File: config.mk
export PLATFORM = sky130hd
export DESIGN_NAME = drc_ctrl
export DESIGN_NICKNAME = d
export VERILOG_FILES = /design/src/hdl/drc_pkg.sv /design/src/hdl/drc_ctrl.sv
export SDC_FILE = /design/constraint.sdc
export NUM_CORES = 1
export LEC_CHECK = 0
export ABC_CLOCK_PERIOD_IN_PS = 5100
export BUFFER_PORTS_ARGS = -buffer_cell sky130_fd_sc_hd__buf_2
export CAP_MARGIN = 10
export CORE_AREA = 3 3 63 109
export CTS_CLUSTER_SIZE = 10
export DETAILED_ROUTE_END_ITERATION = 10
export DIE_AREA = 0 0 66 112
export PLACE_DENSITY_LB_ADDON = 0.3
export SLEW_MARGIN = 25
export SYNTH_ARGS = -nofsm -noshare
export SYNTH_HDL_FRONTEND = slang
export SYNTH_SLANG_ARGS = --single-unit
File: constraint.sdc
create_clock -name clk_i -period 5.1 [get_ports clk_i]
set_input_delay 1.02 -clock clk_i [delete_from_list [all_inputs] [get_ports clk_i]]
set_output_delay 1.02 -clock clk_i [all_outputs]
set_load 0.005 [all_outputs]
File: src/hdl/drc_pkg.sv
// Package for the refresh and access sequencer of the multiplexed DRAM controller.
// Assumes a single 25 MHz system clock; all pins sampled synchronously.
package drc_pkg;
   localparam int unsigned ADDR_W         = 9;
   localparam int unsigned BANKS          = 4;
   localparam int unsigned CLK_PERIOD_NS  = 40;
   // Row address hold and column setup, least times in ns
   localparam int unsigned ROW_HOLD_NS    = 30;
   localparam int unsigned COL_SETUP_NS   = 8;
   localparam int unsigned ROW_HOLD_CYC   =
      (ROW_HOLD_NS + CLK_PERIOD_NS - 1) / CLK_PERIOD_NS;
   localparam int unsigned COL_SETUP_CYC  =
      (COL_SETUP_NS + CLK_PERIOD_NS - 1) / CLK_PERIOD_NS;
   // Forced refresh: strobes fall on second strobe-clock fall, low for two periods
   localparam int unsigned FRC_WAIT_FALLS = 2;
   localparam int unsigned FRC_LOW_PER    = 2;
   localparam logic [8:0]  RFC_RESET      = 9'h000;
   localparam logic [8:0]  EOC_RESET      = 9'h1FF;

   // Operating modes, encoded on the three mode pins
   typedef enum logic [2:0] {
      DRC_M_EXT_REFRESH  = 3'h0,
      DRC_M_AUTO_FORCED  = 3'h1,
      DRC_M_BURST        = 3'h2,
      DRC_M_ALL_WRITE    = 3'h3,
      DRC_M_EXT_ACCESS   = 3'h4,
      DRC_M_AUTO_ACCESS  = 3'h5,
      DRC_M_FAST_ACCESS  = 3'h6,
      DRC_M_SET_EOC      = 3'h7
   } drc_mode_t;

   // DRAM-side strobes and address
   typedef struct packed {
      logic [3:0] ras_n;
      logic       cas_n;
      logic [8:0] addr;
   } drc_dram_t;
endpackage

File: src/hdl/drc_ctrl.sv
// Refresh and access sequencer for a multiplexed-address DRAM controller.
// Assumes all inputs synchronous to clk_i; the strobe generator and refresh
// period clocks arrive as ordinary sampled inputs; the bus side keeps its own rules.
`timescale 1ns/1ns
`default_nettype none

// Operation
// - Two 9-bit address latches and a 9-bit refresh counter.
// - Eight operating modes selected on the mode pins.
// - Auto access: row strobe request fall starts row, switch, column strobe.
// - Chip select high cycle yields hidden refresh, done before next access.
// - Refresh slot opens on period clock rise; counter drives address.
// - Hidden refresh: all row strobes follow request; counter bumps on rise.
// - At most one hidden refresh per refresh period.
// - No hidden refresh by period clock fall: request pin goes low.
// - Second strobe-clock fall after ack: all row strobes low for two periods.
// - Forced refresh about four strobe-clock periods, one per period.
// - Auto access keeps 30 ns row hold and 8 ns column setup.
module drc_ctrl #(
   parameter int unsigned AW = drc_pkg::ADDR_W
) (
   input  wire logic              clk_i,
   input  wire logic              resetn_i,
   input  wire logic              clk_en_i,
   input  wire drc_pkg::drc_mode_t mode_i,
   input  wire logic              refresh_mode_select_n_i,
   input  wire logic              row_strobe_request_n_i,
   input  wire logic              cs_n_i,
   input  wire logic              refresh_period_clock_i,
   input  wire logic              strobe_generator_clock_i,
   input  wire logic              latch_en_i,
   input  wire logic [AW-1:0]     row_addr_i,
   input  wire logic [AW-1:0]     col_addr_i,
   input  wire logic [1:0]        bank_i,
   input  wire logic              write_n_i,
   output logic [3:0]             ras_n_o,
   output logic                   cas_n_o,
   output logic [AW-1:0]          addr_o,
   output logic                   we_n_o,
   output logic                   refresh_request_pin_n_o,
   output logic                   burst_done_o
);
   // Access and hidden refresh phases
   typedef enum logic [2:0] {
      DRC_IDLE, DRC_ROW, DRC_COL, DRC_CAS, DRC_HID
   } drc_acc_t;
   // Forced refresh phases
   typedef enum logic [1:0] {
      DRC_F_IDLE, DRC_F_WAIT, DRC_F_LOW, DRC_F_DONE
   } drc_frc_t;

   logic [AW-1:0] row_q, col_q, rfc_q, eoc_q;
   logic          rsr_q, rfk_q, sgk_q;
   logic          hid_done_q, frc_done_q;
   logic [1:0]    fall_cnt_q, low_cnt_q;
   logic [1:0]    dly_q;
   drc_acc_t      acc_q;
   drc_frc_t      frc_q;
   logic          rsr_fall, rsr_rise, rfk_rise, rfk_fall, sgk_fall;
   logic          refresh_mode, auto_mode, ext_access;

   // Bank decoder shared by access paths
   function automatic logic [3:0] bank_sel(input logic [1:0] b);
      bank_sel = 4'h1 << b;
   endfunction

   // Counter step with wrap at the programmed end of count
   function automatic logic [AW-1:0] rfc_next(input logic [AW-1:0] c,
                                              input logic [AW-1:0] e);
      rfc_next = (c == e) ? '0 : c + 1'b1;
   endfunction

   // Edges are taken against the last sample; request history resets high so
   // the first request after reset is seen and no false rise follows reset
   assign rsr_fall     = rsr_q && !row_strobe_request_n_i;
   assign rsr_rise     = !rsr_q && row_strobe_request_n_i;
   assign rfk_rise     = !rfk_q && refresh_period_clock_i;
   assign rfk_fall     = rfk_q && !refresh_period_clock_i;
   assign sgk_fall     = sgk_q && !strobe_generator_clock_i;
   assign auto_mode    = (mode_i == drc_pkg::DRC_M_AUTO_ACCESS) ||
                         (mode_i == drc_pkg::DRC_M_FAST_ACCESS);
   assign ext_access   = (mode_i == drc_pkg::DRC_M_EXT_ACCESS) ||
                         (mode_i == drc_pkg::DRC_M_ALL_WRITE);
   // Mode select low acts as forced-refresh acknowledge
   assign refresh_mode = !refresh_mode_select_n_i;

   // Edge history of the sampled clocks and request
   always_ff @(posedge clk_i) begin
      if (!resetn_i) begin
         rsr_q <= 1'b1;
         rfk_q <= 1'b0;
         sgk_q <= 1'b0;
      end else if (clk_en_i) begin
         rsr_q <= row_strobe_request_n_i;
         rfk_q <= refresh_period_clock_i;
         sgk_q <= strobe_generator_clock_i;
      end
   end

   // Row and column address latches; registered, loading each clock while latch enable high
   always_ff @(posedge clk_i) begin
      if (!resetn_i) begin
         row_q <= '0;
         col_q <= '0;
      end else if (clk_en_i && latch_en_i) begin
         row_q <= row_addr_i;
         col_q <= col_addr_i;
      end
   end

   // End-of-count register loaded from row address in set mode
   always_ff @(posedge clk_i) begin
      if (!resetn_i) begin
         eoc_q <= AW'(drc_pkg::EOC_RESET);
      end else if (clk_en_i && mode_i == drc_pkg::DRC_M_SET_EOC && rsr_fall) begin
         eoc_q <= row_addr_i;
      end
   end

   // Refresh slot bookkeeping: one hidden or one forced per period
   // A slot boundary clears both flags; a refresh ending on it counts for the old slot
   always_ff @(posedge clk_i) begin
      if (!resetn_i) begin
         hid_done_q <= 1'b0;
         frc_done_q <= 1'b0;
         refresh_request_pin_n_o <= 1'b1;
      end else if (clk_en_i) begin
         if (rfk_rise) begin
            hid_done_q <= 1'b0;
            frc_done_q <= 1'b0;
         end else begin
            if (acc_q == DRC_HID && rsr_rise)
               hid_done_q <= 1'b1;
            if (frc_q == DRC_F_DONE)
               frc_done_q <= 1'b1;
         end
         // Request drops on period fall when nothing refreshed in the slot
         if (rfk_fall && !hid_done_q && !(acc_q == DRC_HID) && !frc_done_q)
            refresh_request_pin_n_o <= 1'b0;
         else if (frc_q == DRC_F_LOW || rfk_rise)
            refresh_request_pin_n_o <= 1'b1;
      end
   end

   // Access / hidden refresh sequencer driven by the row strobe request
   // Fast access shares the slow timing: one clock already covers both holds
   always_ff @(posedge clk_i) begin
      if (!resetn_i) begin
         acc_q <= DRC_IDLE;
         dly_q <= '0;
      end else if (clk_en_i) begin
         case (acc_q)
            DRC_IDLE: begin
               dly_q <= '0;
               if (rsr_fall && !refresh_mode) begin
                  // Chip select high during the slot means hidden refresh
                  if (cs_n_i && refresh_period_clock_i && !hid_done_q && !frc_done_q)
                     acc_q <= DRC_HID;
                  else if (!cs_n_i && (auto_mode || ext_access))
                     acc_q <= DRC_ROW;
               end
            end
            DRC_ROW: begin
               // Row address held long enough past row strobe fall
               dly_q <= dly_q + 2'h1;
               if (row_strobe_request_n_i)
                  acc_q <= DRC_IDLE;
               else if (32'(dly_q) + 1 >= drc_pkg::ROW_HOLD_CYC)
                  acc_q <= DRC_COL;
            end
            DRC_COL: begin
               dly_q <= '0;
               if (row_strobe_request_n_i)
                  acc_q <= DRC_IDLE;
               else if (drc_pkg::COL_SETUP_CYC <= 1)
                  acc_q <= DRC_CAS;
            end
            DRC_CAS: begin
               if (row_strobe_request_n_i)
                  acc_q <= DRC_IDLE;
            end
            DRC_HID: begin
               // Finishes with the request so the next access is not delayed
               if (row_strobe_request_n_i)
                  acc_q <= DRC_IDLE;
            end
            default: acc_q <= DRC_IDLE;
         endcase
      end
   end

   // Forced refresh timed on strobe generator falls
   // Each fall needs two samples of the strobe clock, so it must run no faster than half rate
   always_ff @(posedge clk_i) begin
      if (!resetn_i) begin
         frc_q      <= DRC_F_IDLE;
         fall_cnt_q <= '0;
         low_cnt_q  <= '0;
      end else if (clk_en_i) begin
         case (frc_q)
            DRC_F_IDLE: begin
               fall_cnt_q <= '0;
               low_cnt_q  <= '0;
               // Mode select low turns auto access into auto forced refresh
               if (refresh_mode && !refresh_request_pin_n_o &&
                   (mode_i == drc_pkg::DRC_M_AUTO_FORCED ||
                    mode_i == drc_pkg::DRC_M_AUTO_ACCESS)) begin
                  frc_q <= DRC_F_WAIT;
                  // A strobe-clock fall seen together with the acknowledge is the first
                  if (sgk_fall)
                     fall_cnt_q <= 2'h1;
               end
            end
            DRC_F_WAIT: begin
               if (sgk_fall) begin
                  fall_cnt_q <= fall_cnt_q + 2'h1;
                  if (32'(fall_cnt_q) + 1 >= drc_pkg::FRC_WAIT_FALLS)
                     frc_q <= DRC_F_LOW;
               end
            end
            DRC_F_LOW: begin
               // Strobes stay low two periods even if mode select rises early
               if (sgk_fall) begin
                  low_cnt_q <= low_cnt_q + 2'h1;
                  if (32'(low_cnt_q) + 1 >= drc_pkg::FRC_LOW_PER)
                     frc_q <= DRC_F_DONE;
               end
            end
            DRC_F_DONE: begin
               if (!refresh_mode)
                  frc_q <= DRC_F_IDLE;
            end
            default: frc_q <= DRC_F_IDLE;
         endcase
      end
   end

   // Refresh counter: bumps after hidden, forced or external refresh
   // The forced bump lands on the last strobe-clock fall of the low phase
   always_ff @(posedge clk_i) begin
      if (!resetn_i) begin
         rfc_q        <= AW'(drc_pkg::RFC_RESET);
         burst_done_o <= 1'b0;
      end else if (clk_en_i) begin
         if ((acc_q == DRC_HID && rsr_rise) ||
             (frc_q == DRC_F_LOW && sgk_fall && 32'(low_cnt_q) + 1 >= drc_pkg::FRC_LOW_PER) ||
             (refresh_mode && rsr_rise &&
              (mode_i == drc_pkg::DRC_M_EXT_REFRESH || mode_i == drc_pkg::DRC_M_BURST)))
            rfc_q <= rfc_next(rfc_q, eoc_q);
         if (mode_i == drc_pkg::DRC_M_BURST && refresh_mode && rsr_rise)
            burst_done_o <= (rfc_q == eoc_q);
         else if (!refresh_mode)
            burst_done_o <= 1'b0;
      end
   end

   // DRAM pin drivers, all registered
   // Priority: forced refresh, hidden or external refresh, slot address, access
   always_ff @(posedge clk_i) begin
      if (!resetn_i) begin
         ras_n_o <= 4'hF;
         cas_n_o <= 1'b1;
         addr_o  <= '0;
         we_n_o  <= 1'b1;
      end else if (clk_en_i) begin
         ras_n_o <= 4'hF;
         cas_n_o <= 1'b1;
         we_n_o  <= 1'b1;
         addr_o  <= row_q;
         if (frc_q == DRC_F_LOW) begin
            ras_n_o <= 4'h0;
            addr_o  <= rfc_q;
         end else if (acc_q == DRC_HID ||
                      (refresh_mode && (mode_i == drc_pkg::DRC_M_EXT_REFRESH ||
                                        mode_i == drc_pkg::DRC_M_BURST))) begin
            ras_n_o <= {4{row_strobe_request_n_i}};
            addr_o  <= rfc_q;
         end else if (cs_n_i && refresh_period_clock_i && !hid_done_q) begin
            addr_o  <= rfc_q;
         end else if (acc_q != DRC_IDLE) begin
            ras_n_o <= (mode_i == drc_pkg::DRC_M_ALL_WRITE) ? 4'h0 : ~bank_sel(bank_i);
            addr_o  <= (acc_q == DRC_ROW) ? row_q : col_q;
            cas_n_o <= !(acc_q == DRC_CAS);
            we_n_o  <= write_n_i;
         end
      end
   end
endmodule // drc_ctrl

`default_nettype wire

==> results.md <==
* Via density at 5.73
* Reg2Reg Setup Slack at 2.84 ns
* Port-buffer cells at 49
* Crit Path Max Fanout at 22
* Max-Slew Margin vs Limit at 0.420
* Setup violators final at 0
* RSZ-0062 raised after global routing: false
* Final Util at 0.633
* Period utilization at 0.500
* CTS sink cnt at 69
* First-pass GRT wire length at 13.3 mm
* Hold-fix buffers, CTS at 0
* Worst Setup End Kind: flop
* HPWL Detailed at 6.04 mm
* I/O pins at 50
* Area growth syn-to-layout at 13.7%
* Initial antenna violation count at 0
* Initial DRC Count at 260
* CP Data Arrival Time at 2.78 ns
* Leading area contributor after synthesis: dfxtp_1
* Grt ovf at 0
* Synth unique cells at 59
* Nets@finish at 504
* Hold Path Stages at 2
* Routability Congestion at 0.768
* Clock transition at path regs at 0.07 ns
* Worst-Margin Slew at 0.864 ns
* Residual DRC at 0
* WL final at 8.24 mm
* Bufs on Longest Clock Path at 2
* Leak at 1.54 nW
* Final Critical Period at 2.55 ns
* Area of the core at 6130 um^2
* Top cells by instance count after synthesis: nand2_1, dfxtp_1, a21oi_1, nor2_1, nand3_1
* Row count at 38
* R2r worst-path depth at 5
* Critical Path Start Type: input pin
* # diodes at 0
* DRT Pass-1 Iters at 5
* Final Max Tran Viols at 0
* Via Count at 3129
* Gate Count Post-Synth at 421
* HP Class: reg -> reg
* #FFs+latches synth at 69
* Syn avg cell area at 8.10 um^2
* GRT Total Usage at 0.232
* CTS Buf Count at 9
* Async set-reset flop share out of synthesis at 0
* CP startpoint: clk_en_i
* Crit path to: rfc_q[7]
* Pin count of the biggest net entering global routing at 37
* Clock root buffer: clkbuf_8
* WL/cell at 15.1 um
* Setup Total Neg Slack at 0 ns
* Worst EP required at 5.33 ns
* Post-Layout Inst Area at 3880 um^2
* Post-synth EDFFs at 0
* Layout fillers at 544
* Fmax at 392 MHz
* Post-Syn Nets at 464
* Seq/Total Area, Yosys at 0.405
* Die extent in x at 66 um
* Clock Latency Late Sink at 0.35 ns
* Initial Utilization at 0.556
* Worst Setup Path Type: in -> reg
* Full die area at 7390 um^2
* Htree depth at 3
* Synth warn at 0
* Post-CTS Setup Bufs at 0
* Largest cells by area after synthesis: dfxtp_1, nand2_1, a21oi_1
* Outcome: completed
* MaxCap Viol Count at 0
* Hold Fails Final Rpt at 0
* Most common cell in the netlist: nand2_1
* Placed cell areas at 3670 um^2
* Power per cell area at 297 nW/um^2
* Antenna Nets Post-Route at 0
* Largest vdd supply drop at 0.000187 V
* Layout cells sized above 1 at 0.167
* Gates resized, CTS repair at 0
* Die H at 112 um
* Clock tree from TritonCTS: yes
* Vias in the first global route at 2919
* Flip-flop cell with the highest count after synthesis: dfxtp_1
* Worst R2R Start: acc_q[1]
* Post-Syn Area at 3410 um^2
* Synth top area share at 0.405
* Worst r2r dst: addr_o[7]
* Fin Clk Skew at 0.00573 ns
==> metrics by stage <==
step                hold WS, ns  instances  total power, mW  setup slack, ns
finish                    0.456        546             1.15             2.55
floorplan                 0.433        421            0.651             2.70
detailed placement        0.445        530            0.690             2.20
CTS                       0.456        546             1.16             2.59
global placement          0.443        530            0.688             2.27
global route              0.473        546             1.19             2.47
==> critical path, cell delays in order <==
cell,delay (ns)
buf_2,0.37
inv_2,0.24
or2_1,0.30
o31a_4,0.32
and2_4,0.19
a221o_1,0.34
==> power by group <==
part	switching, mW	internal [mW]
sequential	0.0129	0.556
clock	0.199	0.273
combinational	0.0655	0.0446
==> flip-flops by register name (all words and copies together), names as in the netlist, 2 cells and up <==
| name | count |
|---|---|
| frc_q | 2 |
| col_q | 9 |
| acc_q | 3 |
| rfc_q | 9 |
| addr_o | 9 |
| low_cnt_q | 2 |
| dly_q | 2 |
| fall_cnt_q | 2 |
| eoc_q | 9 |
| row_q | 9 |
| ras_n_o | 4 |
==> kinds of logic after synthesis <==
kind of cell	Yosys count	share of synthesized area
AO/OA/AOI/OAI	109	0.202
XOR/XNOR	9	0.0231
adder cells (fa/ha/maj)	10	0.0367
buffers and inverters	35	0.0433
flip-flops	69	0.405
multiplexers	13	0.0381
AND/OR/NAND/NOR	176	0.252
==> worst min path at each step <==
stage,from,to,slack (ns)
6_report,col_q[8],col_q[8],0.46
5_1_grt,col_q[1],col_q[1],0.47
4_1_cts,col_q[8],col_q[8],0.46
3_5_place_dp,col_q[8],col_q[8],0.45
3_3_place_gp,col_q[1],col_q[1],0.44
2_1_floorplan,col_q[0],col_q[0],0.43
==> cell usage in the layout, fill, tap and decap left out, types with 2 or more instances in the layout <==
cell type and count:
clkinv_2 3, a221o_1 5, nand4_1 3, nor3_1 7, clkbuf_8 9, o32ai_1 2
a22oi_1 3, buf_4 2, a21oi_1 36, o21ai_1 27, nand2b_1 3, dfxtp_1 69
o2bb2ai_1 2, o21ai_0 13, inv_1 11, bufinv_16 2, clkbuf_1 2, nor2_1 31
ha_1 10, nor2b_1 4, nor3b_1 2, and3_1 5, and2_1 2, nand3_1 28
nand2_1 72, a22o_1 4, xnor2_1 9, o221a_1 2, nand3b_1 2, inv_2 2
buf_2 49, mux2i_1 13, and3b_1 2, o31ai_1 2
==> area by class of cell <==
type	count	area, um^2	area share
tap	80	100	0.0258
sequential	69	1380	0.356
timing repair buffer	51	260	0.0671
clock inverter	5	75.1	0.0193
inverter	13	48.8	0.0126
multi-input combinational	317	1880	0.485
clock buffer	11	131	0.0339
==> per-layer routing <==
| layer | wire length, um | global-route usage | vias to the layer above |
|---|---|---|---|
| met5 | 0 | 0 | - |
| li1 | - | - | 1567 |
| met4 | 218 | 0.103 | 0 |
| met2 | 4320 | 0.414 | 123 |
| met1 | 3240 | 0.254 | 1422 |
| met3 | 472 | 0.0515 | 17 |
Note: power is estimated with default switching activity, not from simulation.
